### config.mk
export PLATFORM = sky130hd
export DESIGN_NAME = sppl_top
export DESIGN_NICKNAME = d
export VERILOG_FILES = /design/src/sppl_pkg.sv /design/src/sppl_edge_if.sv /design/src/sppl_top.sv /design/src/sppl_edge.sv
export SDC_FILE = /design/constraint.sdc
export NUM_CORES = 1
export LEC_CHECK = 0
export BUFFER_PORTS_ARGS = -buffer_cell sky130_fd_sc_hd__buf_2
export CORE_MARGIN = 1.5
export CORE_UTILIZATION = 40
export CTS_BUF_LIST = sky130_fd_sc_hd__clkbuf_8
export DETAILED_ROUTE_END_ITERATION = 16
export GPL_ROUTABILITY_DRIVEN = 0
export PLACE_DENSITY_LB_ADDON = 0.12
export SLEW_MARGIN = 20
export SYNTH_ARGS = -nofsm -noshare
export SYNTH_HDL_FRONTEND = slang
export SYNTH_SLANG_ARGS = --single-unit
### constraint.sdc
create_clock -name pclk -period 2.2 [get_ports pclk]
set_input_delay 0.55 -clock pclk [delete_from_list [all_inputs] [get_ports pclk]]
set_output_delay 0.55 -clock pclk [all_outputs]
set_load 0.01 [all_outputs]
### src/sppl_pkg.sv
// Shared port pin logic: register map, field layout and reset values
package sppl_pkg;

   // ****************************************
   // Bus geometry
   // ****************************************
   localparam int ADDR_W = 8;
   localparam int DATA_W = 32;

   // ****************************************
   // Register byte offsets
   // ****************************************
   localparam logic [7:0] P8_LATCH  = 8'h00;
   localparam logic [7:0] P8_DIR    = 8'h04;
   localparam logic [7:0] P8_PULL   = 8'h08;
   localparam logic [7:0] P9_LATCH  = 8'h0c;
   localparam logic [7:0] P9_DIR    = 8'h10;
   localparam logic [7:0] P9_PULL   = 8'h14;
   localparam logic [7:0] P10_LATCH = 8'h18;
   localparam logic [7:0] P10_DIR   = 8'h1c;
   localparam logic [7:0] P10_PULL  = 8'h20;
   localparam logic [7:0] P11_LATCH = 8'h24;
   localparam logic [7:0] P11_DIR   = 8'h28;
   localparam logic [7:0] P11_PULL  = 8'h2c;
   localparam logic [7:0] LCD_CTRL  = 8'h30;
   localparam logic [7:0] P8_PINS   = 8'h34;
   localparam logic [7:0] P9_PINS   = 8'h38;
   localparam logic [7:0] P10_PINS  = 8'h3c;
   localparam logic [7:0] P11_PINS  = 8'h40;
   localparam logic [7:0] EDGE_SEL  = 8'h44;
   localparam logic [7:0] IRQ_STAT  = 8'h48;
   localparam logic [7:0] IRQ_MASK  = 8'h4c;

   // ****************************************
   // Field widths and positions
   // ****************************************
   localparam int WIDE_W       = 8;
   localparam int NARROW_W     = 4;
   localparam int PAIR_N       = 4;
   localparam int LCD_P8_LSB   = 0;
   localparam int LCD_P9_LSB   = 4;
   localparam int LCD_W        = 8;
   localparam int EXT_N        = 6;
   localparam int EDGE_SEL_W   = 12;
   localparam int IRQ_EXT_LSB  = 0;
   localparam int IRQ_FALL_LSB = 6;
   localparam int IRQ_W        = 14;

   // ****************************************
   // Edge select codes, two bits per input
   // ****************************************
   localparam logic [1:0] EDGE_NONE = 2'h0;
   localparam logic [1:0] EDGE_RISE = 2'h1;
   localparam logic [1:0] EDGE_FALL = 2'h2;
   localparam logic [1:0] EDGE_BOTH = 2'h3;

   // ****************************************
   // Reset values
   // ****************************************
   localparam logic [7:0]  WIDE_RST     = 8'h00;
   localparam logic [3:0]  NARROW_RST   = 4'h0;
   localparam logic [7:0]  LCD_RST      = 8'h00;
   localparam logic [11:0] EDGE_SEL_RST = 12'h000;
   localparam logic [13:0] IRQ_RST      = 14'h0000;
   localparam logic [31:0] DATA_RST     = 32'h0000_0000;

endpackage

### src/sppl_edge_if.sv
// Interface between the register block and one pin sampler
`timescale 1ns/1ps
interface sppl_edge_if #(parameter int W = 8);
   logic [W-1:0] raw;
   logic [W-1:0] rise_en;
   logic [W-1:0] fall_en;
   logic [W-1:0] level;
   logic [W-1:0] hit;

   modport edge_side (input raw, input rise_en, input fall_en, output level, output hit);
   modport user (output raw, output rise_en, output fall_en, input level, input hit);
endinterface

### src/sppl_top.sv
// Shared port pin logic: four ports, segment sharing, edge events, APB registers
`timescale 1ns/1ps

module sppl_top (
   input  wire logic        pclk,
   input  wire logic        presetn,
   input  wire logic        psel,
   input  wire logic        penable,
   input  wire logic        pwrite,
   input  wire logic [7:0]  paddr,
   input  wire logic [31:0] pwdata,
   output logic      [31:0] prdata,
   output logic             pready,
   output logic             pslverr,
   input  wire logic [7:0]  port_eight_pins_in,
   output logic      [7:0]  port_eight_pins_out,
   output logic      [7:0]  port_eight_pins_oe,
   output logic      [7:0]  port_eight_pull_en,
   input  wire logic [7:0]  port_nine_pins_in,
   output logic      [7:0]  port_nine_pins_out,
   output logic      [7:0]  port_nine_pins_oe,
   output logic      [7:0]  port_nine_pull_en,
   input  wire logic [3:0]  port_ten_pins_in,
   output logic      [3:0]  port_ten_pins_out,
   output logic      [3:0]  port_ten_pins_oe,
   output logic      [3:0]  port_ten_pull_en,
   input  wire logic [7:0]  port_eleven_pins_in,
   output logic      [7:0]  port_eleven_pins_out,
   output logic      [7:0]  port_eleven_pins_oe,
   output logic      [7:0]  port_eleven_pull_en,
   input  wire logic [7:0]  segment_outputs_high_shared,
   input  wire logic [7:0]  segment_outputs_low_shared,
   input  wire logic [5:0]  external_irq_input,
   output logic             irq
);

   // ****************************************
   // Software registers
   // ****************************************
   logic [7:0]  latch8;
   logic [7:0]  dir8;
   logic [7:0]  pull8;
   logic [7:0]  latch9;
   logic [7:0]  dir9;
   logic [7:0]  pull9;
   logic [3:0]  latch10;
   logic [3:0]  dir10;
   logic [3:0]  pull10;
   logic [7:0]  latch11;
   logic [7:0]  dir11;
   logic [7:0]  pull11;
   logic [7:0]  lcd_display_control;
   logic [11:0] edge_sel;
   logic [13:0] irq_status;
   logic [13:0] irq_mask;
   logic [13:0] stat_snap;
   logic [13:0] next_irq_status;

   // ****************************************
   // Pin samplers
   // ****************************************
   sppl_edge_if #(.W(8)) s8 ();
   sppl_edge_if #(.W(8)) s9 ();
   sppl_edge_if #(.W(4)) s10 ();
   sppl_edge_if #(.W(8)) s11 ();
   sppl_edge_if #(.W(6)) sx ();

   sppl_edge #(.W(8)) u_s8  (.pclk(pclk), .presetn(presetn), .bus(s8.edge_side));
   sppl_edge #(.W(8)) u_s9  (.pclk(pclk), .presetn(presetn), .bus(s9.edge_side));
   sppl_edge #(.W(4)) u_s10 (.pclk(pclk), .presetn(presetn), .bus(s10.edge_side));
   sppl_edge #(.W(8)) u_s11 (.pclk(pclk), .presetn(presetn), .bus(s11.edge_side));
   sppl_edge #(.W(6)) u_sx  (.pclk(pclk), .presetn(presetn), .bus(sx.edge_side));

   // Plain ports sample levels only
   assign s8.raw      = port_eight_pins_in;
   assign s8.rise_en  = '0;
   assign s8.fall_en  = '0;
   assign s9.raw      = port_nine_pins_in;
   assign s9.rise_en  = '0;
   assign s9.fall_en  = '0;
   assign s10.raw     = port_ten_pins_in;
   assign s10.rise_en = '0;
   assign s10.fall_en = '0;

   // Port eleven watches falling edges on every pin
   assign s11.raw     = port_eleven_pins_in;
   assign s11.rise_en = '0;
   assign s11.fall_en = 8'hff;

   // External inputs take their edge choice from software
   assign sx.raw = external_irq_input;
   genvar gi;
   generate
      for (gi = 0; gi < sppl_pkg::EXT_N; gi++) begin : g_sel
         assign sx.rise_en[gi] = edge_sel[2*gi];
         assign sx.fall_en[gi] = edge_sel[2*gi+1];
      end
   endgenerate

   // ****************************************
   // Segment sharing
   // ****************************************
   logic [7:0] seg8;
   logic [7:0] seg9;
   logic [7:0] segdat8;
   logic [7:0] segdat9;

   // One control bit covers two neighbouring pins
   generate
      for (gi = 0; gi < sppl_pkg::PAIR_N; gi++) begin : g_pair
         assign seg8[2*gi+1 -: 2] = {2{lcd_display_control[sppl_pkg::LCD_P8_LSB+gi]}};
         assign seg9[2*gi+1 -: 2] = {2{lcd_display_control[sppl_pkg::LCD_P9_LSB+gi]}};
      end
   endgenerate

   // Segment numbering runs opposite to pin numbering
   assign segdat8 = {<<{segment_outputs_high_shared}};
   assign segdat9 = {<<{segment_outputs_low_shared}};

   // ****************************************
   // APB decode
   // ****************************************
   logic access;
   logic take;
   logic fire;
   logic wr;
   logic hit_any;
   logic [31:0] rd_value;

   assign access = psel & penable;
   assign take   = access & ~pready;
   assign fire   = access & pready;
   assign wr     = fire & pwrite;

   logic a_l8, a_d8, a_p8, a_l9, a_d9, a_p9, a_l10, a_d10, a_p10;
   logic a_l11, a_d11, a_p11, a_lcd, a_i8, a_i9, a_i10, a_i11;
   logic a_es, a_st, a_mk;

   assign a_l8  = paddr == sppl_pkg::P8_LATCH;
   assign a_d8  = paddr == sppl_pkg::P8_DIR;
   assign a_p8  = paddr == sppl_pkg::P8_PULL;
   assign a_l9  = paddr == sppl_pkg::P9_LATCH;
   assign a_d9  = paddr == sppl_pkg::P9_DIR;
   assign a_p9  = paddr == sppl_pkg::P9_PULL;
   assign a_l10 = paddr == sppl_pkg::P10_LATCH;
   assign a_d10 = paddr == sppl_pkg::P10_DIR;
   assign a_p10 = paddr == sppl_pkg::P10_PULL;
   assign a_l11 = paddr == sppl_pkg::P11_LATCH;
   assign a_d11 = paddr == sppl_pkg::P11_DIR;
   assign a_p11 = paddr == sppl_pkg::P11_PULL;
   assign a_lcd = paddr == sppl_pkg::LCD_CTRL;
   assign a_i8  = paddr == sppl_pkg::P8_PINS;
   assign a_i9  = paddr == sppl_pkg::P9_PINS;
   assign a_i10 = paddr == sppl_pkg::P10_PINS;
   assign a_i11 = paddr == sppl_pkg::P11_PINS;
   assign a_es  = paddr == sppl_pkg::EDGE_SEL;
   assign a_st  = paddr == sppl_pkg::IRQ_STAT;
   assign a_mk  = paddr == sppl_pkg::IRQ_MASK;

   assign hit_any = a_l8 | a_d8 | a_p8 | a_l9 | a_d9 | a_p9 | a_l10 | a_d10 | a_p10
                  | a_l11 | a_d11 | a_p11 | a_lcd | a_i8 | a_i9 | a_i10 | a_i11
                  | a_es | a_st | a_mk;

   // Read selection, narrow fields in the low bits
   assign rd_value = a_l8  ? {24'h00_0000, latch8} :
                     a_d8  ? {24'h00_0000, dir8} :
                     a_p8  ? {24'h00_0000, pull8} :
                     a_l9  ? {24'h00_0000, latch9} :
                     a_d9  ? {24'h00_0000, dir9} :
                     a_p9  ? {24'h00_0000, pull9} :
                     a_l10 ? {28'h000_0000, latch10} :
                     a_d10 ? {28'h000_0000, dir10} :
                     a_p10 ? {28'h000_0000, pull10} :
                     a_l11 ? {24'h00_0000, latch11} :
                     a_d11 ? {24'h00_0000, dir11} :
                     a_p11 ? {24'h00_0000, pull11} :
                     a_lcd ? {24'h00_0000, lcd_display_control} :
                     a_i8  ? {24'h00_0000, s8.level} :
                     a_i9  ? {24'h00_0000, s9.level} :
                     a_i10 ? {28'h000_0000, s10.level} :
                     a_i11 ? {24'h00_0000, s11.level} :
                     a_es  ? {20'h0_0000, edge_sel} :
                     a_st  ? {18'h0_0000, irq_status} :
                     a_mk  ? {18'h0_0000, irq_mask} :
                     sppl_pkg::DATA_RST;

   // ****************************************
   // APB answer: one wait cycle, registered
   // ****************************************
   always_ff @(posedge pclk or negedge presetn) begin
      if (!presetn) begin
         pready  <= 1'b0;
         pslverr <= 1'b0;
         prdata  <= sppl_pkg::DATA_RST;
      end else begin
         pready  <= take;
         pslverr <= take & ~hit_any;
         if (take && !pwrite) begin
            prdata <= rd_value;
         end
      end
   end

   // ****************************************
   // Port eight and nine registers
   // ****************************************
   always_ff @(posedge pclk or negedge presetn) begin
      if (!presetn) begin
         latch8 <= sppl_pkg::WIDE_RST;
         dir8   <= sppl_pkg::WIDE_RST;
         pull8  <= sppl_pkg::WIDE_RST;
         latch9 <= sppl_pkg::WIDE_RST;
         dir9   <= sppl_pkg::WIDE_RST;
         pull9  <= sppl_pkg::WIDE_RST;
      end else begin
         if (wr && a_l8) latch8 <= pwdata[7:0];
         if (wr && a_d8) dir8 <= pwdata[7:0];
         if (wr && a_p8) pull8 <= pwdata[7:0];
         if (wr && a_l9) latch9 <= pwdata[7:0];
         if (wr && a_d9) dir9 <= pwdata[7:0];
         if (wr && a_p9) pull9 <= pwdata[7:0];
      end
   end

   // ****************************************
   // Port ten and eleven registers
   // ****************************************
   always_ff @(posedge pclk or negedge presetn) begin
      if (!presetn) begin
         latch10 <= sppl_pkg::NARROW_RST;
         dir10   <= sppl_pkg::NARROW_RST;
         pull10  <= sppl_pkg::NARROW_RST;
         latch11 <= sppl_pkg::WIDE_RST;
         dir11   <= sppl_pkg::WIDE_RST;
         pull11  <= sppl_pkg::WIDE_RST;
      end else begin
         if (wr && a_l10) latch10 <= pwdata[3:0];
         if (wr && a_d10) dir10 <= pwdata[3:0];
         if (wr && a_p10) pull10 <= pwdata[3:0];
         if (wr && a_l11) latch11 <= pwdata[7:0];
         if (wr && a_d11) dir11 <= pwdata[7:0];
         if (wr && a_p11) pull11 <= pwdata[7:0];
      end
   end

   // ****************************************
   // Display control, edge select, mask
   // ****************************************
   always_ff @(posedge pclk or negedge presetn) begin
      if (!presetn) begin
         lcd_display_control <= sppl_pkg::LCD_RST;
         edge_sel            <= sppl_pkg::EDGE_SEL_RST;
         irq_mask            <= sppl_pkg::IRQ_RST;
      end else begin
         if (wr && a_lcd) lcd_display_control <= pwdata[7:0];
         if (wr && a_es) edge_sel <= pwdata[11:0];
         if (wr && a_mk) irq_mask <= pwdata[13:0];
      end
   end

   // ****************************************
   // Event status and interrupt
   // ****************************************
   logic [13:0] events;
   logic [13:0] clr;

   // Only bits that software actually saw are cleared; new hits win
   assign events = {s11.hit, sx.hit};
   assign clr    = (fire && !pwrite && a_st) ? stat_snap : sppl_pkg::IRQ_RST;
   assign next_irq_status = (irq_status & ~clr) | events;

   always_ff @(posedge pclk or negedge presetn) begin
      if (!presetn) begin
         irq_status <= sppl_pkg::IRQ_RST;
         stat_snap  <= sppl_pkg::IRQ_RST;
         irq        <= 1'b0;
      end else begin
         irq_status <= next_irq_status;
         if (take) stat_snap <= irq_status;
         irq <= |(next_irq_status & irq_mask);
      end
   end

   // ****************************************
   // Pin drivers, all registered
   // ****************************************
   always_ff @(posedge pclk or negedge presetn) begin
      if (!presetn) begin
         port_eight_pins_out  <= sppl_pkg::WIDE_RST;
         port_eight_pins_oe   <= sppl_pkg::WIDE_RST;
         port_eight_pull_en   <= sppl_pkg::WIDE_RST;
         port_nine_pins_out   <= sppl_pkg::WIDE_RST;
         port_nine_pins_oe    <= sppl_pkg::WIDE_RST;
         port_nine_pull_en    <= sppl_pkg::WIDE_RST;
      end else begin
         port_eight_pins_out <= (seg8 & segdat8) | (~seg8 & latch8);
         port_eight_pins_oe  <= seg8 | dir8;
         port_eight_pull_en  <= pull8 & ~dir8 & ~seg8;
         port_nine_pins_out  <= (seg9 & segdat9) | (~seg9 & latch9);
         port_nine_pins_oe   <= seg9 | dir9;
         port_nine_pull_en   <= pull9 & ~dir9 & ~seg9;
      end
   end

   // Ports without segment sharing
   always_ff @(posedge pclk or negedge presetn) begin
      if (!presetn) begin
         port_ten_pins_out    <= sppl_pkg::NARROW_RST;
         port_ten_pins_oe     <= sppl_pkg::NARROW_RST;
         port_ten_pull_en     <= sppl_pkg::NARROW_RST;
         port_eleven_pins_out <= sppl_pkg::WIDE_RST;
         port_eleven_pins_oe  <= sppl_pkg::WIDE_RST;
         port_eleven_pull_en  <= sppl_pkg::WIDE_RST;
      end else begin
         port_ten_pins_out    <= latch10;
         port_ten_pins_oe     <= dir10;
         port_ten_pull_en     <= pull10 & ~dir10;
         port_eleven_pins_out <= latch11;
         port_eleven_pins_oe  <= dir11;
         port_eleven_pull_en  <= pull11 & ~dir11;
      end
   end

endmodule

### src/sppl_edge.sv
// Pin sampler: two-stage synchroniser with selectable edge detection
`timescale 1ns/1ps
module sppl_edge #(
   parameter int W = 8
) (
   input  wire logic  pclk,
   input  wire logic  presetn,
   sppl_edge_if.edge_side bus
);

   logic [W-1:0] meta;
   logic [W-1:0] sync;
   logic [W-1:0] prev;

   // ****************************************
   // Synchroniser and history
   // ****************************************
   always_ff @(posedge pclk or negedge presetn) begin
      if (!presetn) begin
         meta <= '0;
         sync <= '0;
         prev <= '0;
      end else begin
         meta <= bus.raw;
         sync <= meta;
         prev <= sync;
      end
   end

   // Level and one-cycle edge hits
   assign bus.level = sync;
   assign bus.hit   = (bus.rise_en & sync & ~prev) | (bus.fall_en & ~sync & prev);

endmodule

After elaboration in Yosys (flattened, before gate mapping) --
Index checks and enable logic that the tools add are counted.
Cells by class: equal/unequal tests 19, muxes and demuxes 21, bitwise operators 59, reduce and logical (&&, ||, !) cells 21
Operators by type and width (number):
- 14-bit 2-to-1 mux | 21
- 8-bit bitwise AND | 10
- 8-bit by 6-bit equality test with 1-bit output, second input constant | 8
- 8-bit NOT | 6
- 8-bit by 5-bit equality test with 1-bit output, second input constant | 4
- 8-bit by 7-bit equality test with 1-bit output, second input constant | 4
- 8-bit OR | 4
- 14-bit bitwise AND | 2
- 6-bit bitwise AND | 4
- 1-bit OR | 19
- 1-bit logical AND | 18
- 8-bit by 4-bit equality test with 1-bit output, second input constant | 2
- 14-bit NOT | 1
- 14-bit OR | 1
- 14-bit OR reduction | 1
- 6-bit NOT | 2
- 8-bit by 3-bit equality test with 1-bit output, second input constant | 1
- 8-bit logical NOT | 1
- 6-bit OR | 1
- 1-bit bitwise AND | 5
- 4-bit bitwise AND | 1
- 4-bit NOT | 1
- 1-bit NOT | 2
- 1-bit logical NOT | 1
Word-level totals: flip-flop bits (word level) 347, input bits 95, output and inout bits 119, word-level logic and storage cells 165

Depth between registers and ports, before layout --
Gate-level depths: netlist (run 1).
depth in word-level cells 22, mapped depth 9, gate-level depth less buffers 6

Hierarchy --
Synthesis (run 1) repeated with hierarchy kept, for this count alone.
Second synthesis, totals: cells, all modules 1137, area, all modules 13810.7 µm²
Modules (own cells, without submodules):
- sppl_top | instances 1, cells each 933, area an instance 10777.8 µm², seq. area each 6180.9 µm²
- sppl_edge (u_s11 ...) | instances 3, cells each 48, area an instance 713.2 µm², seq. area each 600.6 µm²
- sppl_edge (u_sx) | instances 1, cells each 36, area an instance 535.5 µm², seq. area each 450.4 µm²
- sppl_edge (u_s10) | instances 1, cells each 24, area an instance 357.8 µm², seq. area each 300.3 µm²

Worst setup path after synthesis (run 1) --
Ideal clock, no wire load.
kind input to register, start point input paddr[5], end point register edge_sel[10], setup time 0.125 ns, arrival time 2.255 ns, data required time 2.075 ns, slack -0.180 ns, cell stages on the path 5, path buffers 2, path through clkbuf_1 or4b_2 nor3_2 buf_2 mux2_2
Between the ends: cells in the longest elaborated chain, start to end 2
Ends and longest elaborated chain:
- start, declared | line sppl_top.sv:10 | input wire logic [7:0] paddr,
- 8-bit by 7-bit equality test with 1-bit output | line sppl_top.sv:156 | assign a_es = paddr == sppl_pkg::EDGE_SEL;
- 1-bit logical AND | line sppl_top.sv:256 | if (wr && a_es) edge_sel <= pwdata[11:0];
- end signal, assigned | line sppl_top.sv:252 | edge_sel <= sppl_pkg::EDGE_SEL_RST;
- end signal, assigned | line sppl_top.sv:256
- end, declared | line sppl_top.sv:53 | logic [11:0] edge_sel;
Every way passes these cells. A chain may end at the register's enable or synchronous reset.

Worst setup path in the final report (run 1) --
start point register pready, end point register irq
Between the ends: cells in the longest elaborated chain, start to end 9
Ends and longest elaborated chain:
- start, declared | line sppl_top.sv:13 | output logic pready,
- start signal, assigned | line sppl_top.sv:196 | pready <= take;
- 1-bit bitwise AND | line sppl_top.sv:132 | assign fire = access & pready;
- 1-bit logical AND (2 in a row) | line sppl_top.sv:269 | assign clr = (fire && !pwrite && a_st) ? stat_snap : sppl_pkg::IRQ_RST;
- 14-bit 2-to-1 mux | line sppl_top.sv:269
- 14-bit NOT | line sppl_top.sv:270 | assign next_irq_status = (irq_status & ~clr) | events;
- 14-bit bitwise AND | line sppl_top.sv:270
- 14-bit OR | line sppl_top.sv:270
- 14-bit bitwise AND | line sppl_top.sv:280 | irq <= |(next_irq_status & irq_mask);
- 14-bit OR reduction | line sppl_top.sv:280
- end signal, assigned | line sppl_top.sv:280
- end, declared | line sppl_top.sv:34 | output logic irq
Every way passes these cells.

==> results of run 1 <==
registers in the layout, summed over array words and instances (netlist names), 12 cells and up:
| name | cells |
|---|---|
| irq_mask | 14 |
| irq_status | 14 |
| prdata | 14 |
| stat_snap | 14 |
| edge_sel | 12 |
Yosys cell counts, drive strengths merged (2+ instances only):
cell type	number	share of area [%]
a21oi	36	1.4
a31oi	8	0.38
nor4	3	0.14
clkinv	2	0.058
a22o	8	0.54
nand3	11	0.42
nand2	107	3.1
or2	18	0.86
o31ai	2	0.12
nand2b	3	0.14
or4b	4	0.31
o221a	4	0.35
a311oi	3	0.20
a2bb2oi	5	0.34
a32oi	2	0.13
nor4b	4	0.48
o21ai	44	1.7
a221oi	3	0.20
a21o	8	0.46
nand3b	2	0.12
a222oi	2	0.15
a22oi	12	0.69
mux2	137	12
nor2	51	1.6
and3	2	0.096
o221ai	10	0.67
nor3	10	0.58
o22ai	18	0.86
or3	6	0.29
dfrtp	329	63
buf	41	1.9
nand4	5	0.29
o2bb2ai	5	0.34
a211oi	5	0.33
inv	28	0.81
mux2i	21	1.6
o311ai	3	0.20
o21bai	2	0.12
o211ai	10	0.58
clkbuf	24	0.69
or4	3	0.17
nor2b	19	0.91
where the power goes:
part	switching, W	internal, W
registers	0.0000850	0.00619
clock network	0.00233	0.00322
logic	0.000472	0.000293
total	0.00288	0.00971
timing repair:
item,4_1_cts,5_1_grt
hold endpoints to repair,44,0
hold buffers,1,0
endpoints found under the setup margin,0,1
gates resized for setup,0,1
worst min path at each step:
stage                            startpoint                           end  slack [ns]  cells after the start
floorplan                           presetn          dir10[0]$_DFFE_PN0P_        0.25                      0
global placement     u_sx.meta[4]$_DFF_PN0_   u_sx.bus.level[4]$_DFF_PN0_        0.33                      0
detailed placement  u_s10.meta[1]$_DFF_PN0_  u_s10.bus.level[1]$_DFF_PN0_        0.33                      0
CTS                  port_eleven_pins_in[7]       u_s11.meta[7]$_DFF_PN0_        0.04                      1
global route            port_ten_pins_in[2]       u_s10.meta[2]$_DFF_PN0_        0.04                      1
finish                port_eight_pins_in[4]        u_s8.meta[4]$_DFF_PN0_        0.07                      1
cells by family after synthesis:
kind of cell | count (synthesis) | share of synthesized area (%)
flops | 329 | 63.14
simple gates | 253 | 9.845
compound gates | 195 | 10.12
mux | 158 | 13.44
buf+inv | 95 | 3.426
other cells | 1 | 0.02876
stage by stage:
step	total power (W)	setup WS [ns]	cells	cell area, um^2
floorplan	0.006658	-0.04837	1048	13140
global placement	0.007140	-0.3207	1742	15500
detailed placement	0.007150	-0.3721	1742	15500
CTS	0.01277	0.1279	1840	16670
global route	0.01316	0.04678	1840	16670
finish	0.01259	0.1464	1840	16670
worst max-delay path, stage by stage, from the launching register on:
cell      delay (ns)
dfrtp_1         0.35
and4b_2         0.32
nand3_1         0.16
o221a_2         0.31
or4_1           0.53
a211oi_2        0.16
nand4_1         0.09
cell type report:
type | count | area, um^2 | area share, %
flip-flops and latches | 329 | 8233 | 49.38
clock inverters | 26 | 183.9 | 1.103
clock buffers | 71 | 977.2 | 5.861
repair buffers | 325 | 2160 | 12.95
multi-input cells | 624 | 4462 | 26.76
inverters | 30 | 112.6 | 0.6754
well taps | 435 | 544.3 | 3.265
cell usage in the layout, fill, tap and decap left out, drive strengths merged, types with 10 or more instances in the layout:
master / Yosys / layout
conb: 1 / 18
o22ai: 18 / 18
a22oi: 12 / 12
or2: 18 / 18
o21ai: 44 / 44
nor3: 10 / 10
nor2: 51 / 51
nand3: 11 / 11
a21oi: 36 / 36
nor2b: 19 / 19
clkbuf: 24 / 71
mux2: 137 / 137
inv: 28 / 45
mux2i: 21 / 21
o211ai: 10 / 10
dfrtp: 329 / 329
nand2: 107 / 107
o221ai: 10 / 10
buf: 41 / 324
layer usage:
layer  up-vias  part of all wire, %
li1       4307                    -
met1      4701                   45
met2       323                   47
met3        79                  5.6
met4         0                  2.8
met5         -                    0
==> results.ini, run 1 <==
[yosys]
syn_area_um2=13040
synth-seq-area-share_pct=63.14
synthFlopType=dfrtp_1
ys_warn_count=0
synth_cells=1031
async_flop_share_pct=100.0
synth_edf_count=0
ys_seq_elements=329
synth_cell_types=66
synth.avg_cell_area_um2=12.65

[global_route]
grt_remaining_overflow=0
grt_max_degree=56
top_usage_layer=met2
use_met3_pct=3.605
grt_usage_pct=22.78
use_met1_pct=31.57
antenna_found_initial=0
grt_use_met2_pct=36.65
grt_pass1_wl_mm=57.62
grt_pass1_vias=9527

[pwr]
irDropWorstVdd_mv=0.4782
p_leak_nw=8.341
pwr_density_cell_nw_per_um2=755.1

[sta]
setup_viol=0
tightest_slew_ns=0.6424
finClkSkew_ns=0.02007
timing.max_slew.rel_slack_pct=56.84
finalCriticalPeriod_ns=2.054
tns_ns=0
whs_ns=0.07142
max_freq_ghz=0.4870
hold_viol=0
fin_crit_sh_pct=93.34
final_max_slew_viol_count=0
rsz0062_at_grt=false

[layout]
fill_cells=2837
n_antenna_cell=0
post-route-util_pct=52.43
area_growth_pct=27.85
nets=1459
drive_above_1_share_pct=41.71

[critical_path]
cp-start-kind=flip-flop
ff2ff_path_depth=6
endpoint=irq$_DFF_PN0_
crit_fanout=3
crit_start=pready$_DFF_PN0_
reg2reg_from=pready$_DFF_PN0_
crit_type=flip-flop to flip-flop
timing.rr.end=irq$_DFF_PN0_
crit_required_ns=2.63
r2r_slack_ns=0.15
arrival_ns=2.49
setup.worst_path.end_class=flip-flop

[floorplanning]
core_area_um2=31800
start_util_pct=41.01
dieArea_um2=33690
die_y_um=183.6
die_width_um=183.6
num_rows=65
ios=214

[clocking]
cts-root-buf=clkbuf_8
h-tree-depth=2
cts_made_buffers=54
path_clk_slew_ns=0.06
tritoncts=yes
clock_latency_ns=0.58
post_cts_buffers=0
clock-sinks=329
clockBufferDepth=3

[placed_design]
place_hpwl_mm=27.73
port_buffers=177

[route]
vias=9410
drtIter0Drc=678
route.detailed.wl_per_inst_um=20.35
viasPerCell=5.114
firstDrtPassIters=5
drc=0
antenna_left=0
drt-total-wl_mm=37.45

[worst_hold_path]
hold_path_class=primary input to flip-flop

[flow_run]
maxCapViolations=0

[status]
run_status=finished clean

Power figures use the tool's default switching activity.
==> inputs of run 2 (changes only) <==
==> constraint.sdc (replaced) <==
create_clock -name pclk -period 1.95 [get_ports pclk]
set_input_delay 0.4875 -clock pclk [delete_from_list [all_inputs] [get_ports pclk]]
set_output_delay 0.4875 -clock pclk [all_outputs]
set_load 0.01 [all_outputs]
==> results.ini, run 2 (synthesized netlist as in run 1, its figures left out) <==
[status]
run_status=finished clean

[sta]
tightest_slew_ns=0.5007
whs_ns=0.02587
setup_viol=0
finClkSkew_ns=0.01011
rsz0062_at_grt=true
fin_crit_sh_pct=96.76
final_max_slew_viol_count=0
max_freq_ghz=0.5300
hold_viol=0
timing.max_slew.rel_slack_pct=66.62
finalCriticalPeriod_ns=1.887

[placed_design]
postPlaceCellArea_um2=15830
port_buffers=177
place_hpwl_mm=27.84

[global_route]
grt_pass1_wl_mm=58.55
grt_remaining_overflow=0
top_usage_layer=met2
antenna_found_initial=0
grt_use_met2_pct=35.02
use_met3_pct=4.002
use_met1_pct=34.01
grt_max_degree=56
grt_usage_pct=23.03
grt_pass1_vias=9700

[route]
drc=0
drt-total-wl_mm=37.71
viasPerCell=5.066
drtIter0Drc=636
vias=9549
firstDrtPassIters=5
route.detailed.wl_per_inst_um=20.00
antenna_left=0

[clocking]
clockBufferDepth=3
path_clk_slew_ns=0.06
h-tree-depth=2
clock_latency_ns=0.58
post_cts_buffers=0
cts_made_buffers=54
clock-sinks=329
cts-root-buf=clkbuf_8
tritoncts=yes

[floorplanning]
ios=214
die_y_um=183.6
die_width_um=183.6
core_area_um2=31800
dieArea_um2=33690
num_rows=65
start_util_pct=41.01

[critical_path]
crit_type=flip-flop to flip-flop
cp-start-kind=flip-flop
arrival_ns=2.35
setup.worst_path.end_class=flip-flop
crit_required_ns=2.41
crit_fanout=4

[layout]
seqCellArea_um2=8233
n_antenna_cell=0
mostFrequentLayoutCells=dfrtp_1 (329), buf_2 (176), buf_4 (141)
design_area_um2=17360
fill_cells=2795
multi_input_area_um2=4710
layout_commonest_cell=dfrtp_1
area_growth_pct=33.09
nets=1504
drive_above_1_share_pct=42.76

[pwr]
irDropWorstVdd_mv=0.6777
pwr_density_cell_nw_per_um2=813.6
p_leak_nw=8.623

[worst_hold_path]
hold_path_class=primary input to flip-flop

[flow_run]
maxCapViolations=0

[run 2: cell types whose count changed in the layout (fill, tap and decap cells not counted), moves of 5 or more]
cell / previous run / this run
buf_4: 135 / 141
clkbuf_8: 71 / 66
dlygate4sd3_1: 1 / 34
mux2_2: 137 / 124
buf_12: 12 / 17
clkinv_2: 6 / 11
mux2_4: 0 / 13
[run 2: worst paths after layout]
path                            slack, ns  cells after the start                   startpoint                              end
worst max-delay path                 0.06                      6  u_sx.bus.level[0]$_DFF_PN0_                    irq$_DFF_PN0_
worst max register to register       0.06                      6  u_sx.bus.level[0]$_DFF_PN0_                    irq$_DFF_PN0_
worst min register to register       0.35                      0       u_sx.meta[5]$_DFF_PN0_      u_sx.bus.level[5]$_DFF_PN0_
worst min-delay path                 0.03                      1        port_eight_pins_in[4]           u_s8.meta[4]$_DFF_PN0_
max in group asynchronous            0.80                      3                      presetn  port_eight_pull_en[4]$_DFF_PN0_
min in group asynchronous            0.43                      2                      presetn          u_s11.meta[5]$_DFF_PN0_
[run 2: report_power, final]
| group | internal [W] | switching (W) | leakage (nW) |
|---|---|---|---|
| combinational | 0.000409 | 0.000560 | 3.86 |
| sequential | 0.00699 | 0.0000989 | 4.14 |
| clock | 0.00333 | 0.00273 | 0.627 |
[run 2: what timing repair did]
action,in CTS,in global routing
pin swaps,0,3
endpoints found under the setup margin,6,10
gates resized for setup,5,10
endpoints found under the hold margin,72,0
hold buffers,34,0
[run 2: area by class of cell]
type | count | share of cell area, %
clock buffers | 66 | 5.234
clock inverters | 31 | 1.161
inverters | 30 | 0.6488
multi-input cells | 624 | 27.14
flip-flops and latches | 329 | 47.44
well taps | 435 | 3.136
repair buffers | 370 | 15.25
[run 2: per-stage QoR]
| stage | cells | setup slack (ns) | power (W) | TNS (ns) | utilization, % |
|---|---|---|---|---|---|
| detailed placement | 1754 | -0.6938 | 0.008117 | -40.99 | 49.78 |
| global placement | 1754 | -0.6897 | 0.008113 | -40.54 | 49.78 |
| floorplan | 1048 | -0.2181 | 0.007547 | -1.064 | - |
| finish | 1885 | 0.06310 | 0.01412 | 0 | 54.58 |
| CTS | 1885 | 0.003332 | 0.01430 | 0 | 54.40 |
| global route | 1885 | -0.01666 | 0.01473 | -0.01666 | 54.58 |
[run 2: critical path, stage by stage (launching register included)]
cell and delay [ns]:
dfrtp_1 0.42, nand2_1 0.09, o221ai_1 0.19, o221a_4 0.28, or4_4 0.54, a211oi_2 0.15
nand4_1 0.09
[run 2: metal layers]
metal / part of all wire, % / up-vias
met5: 0 / -
met4: 1.9 / 0
met3: 6.0 / 58
met2: 45 / 331
met1: 47 / 4760
li1: - / 4400
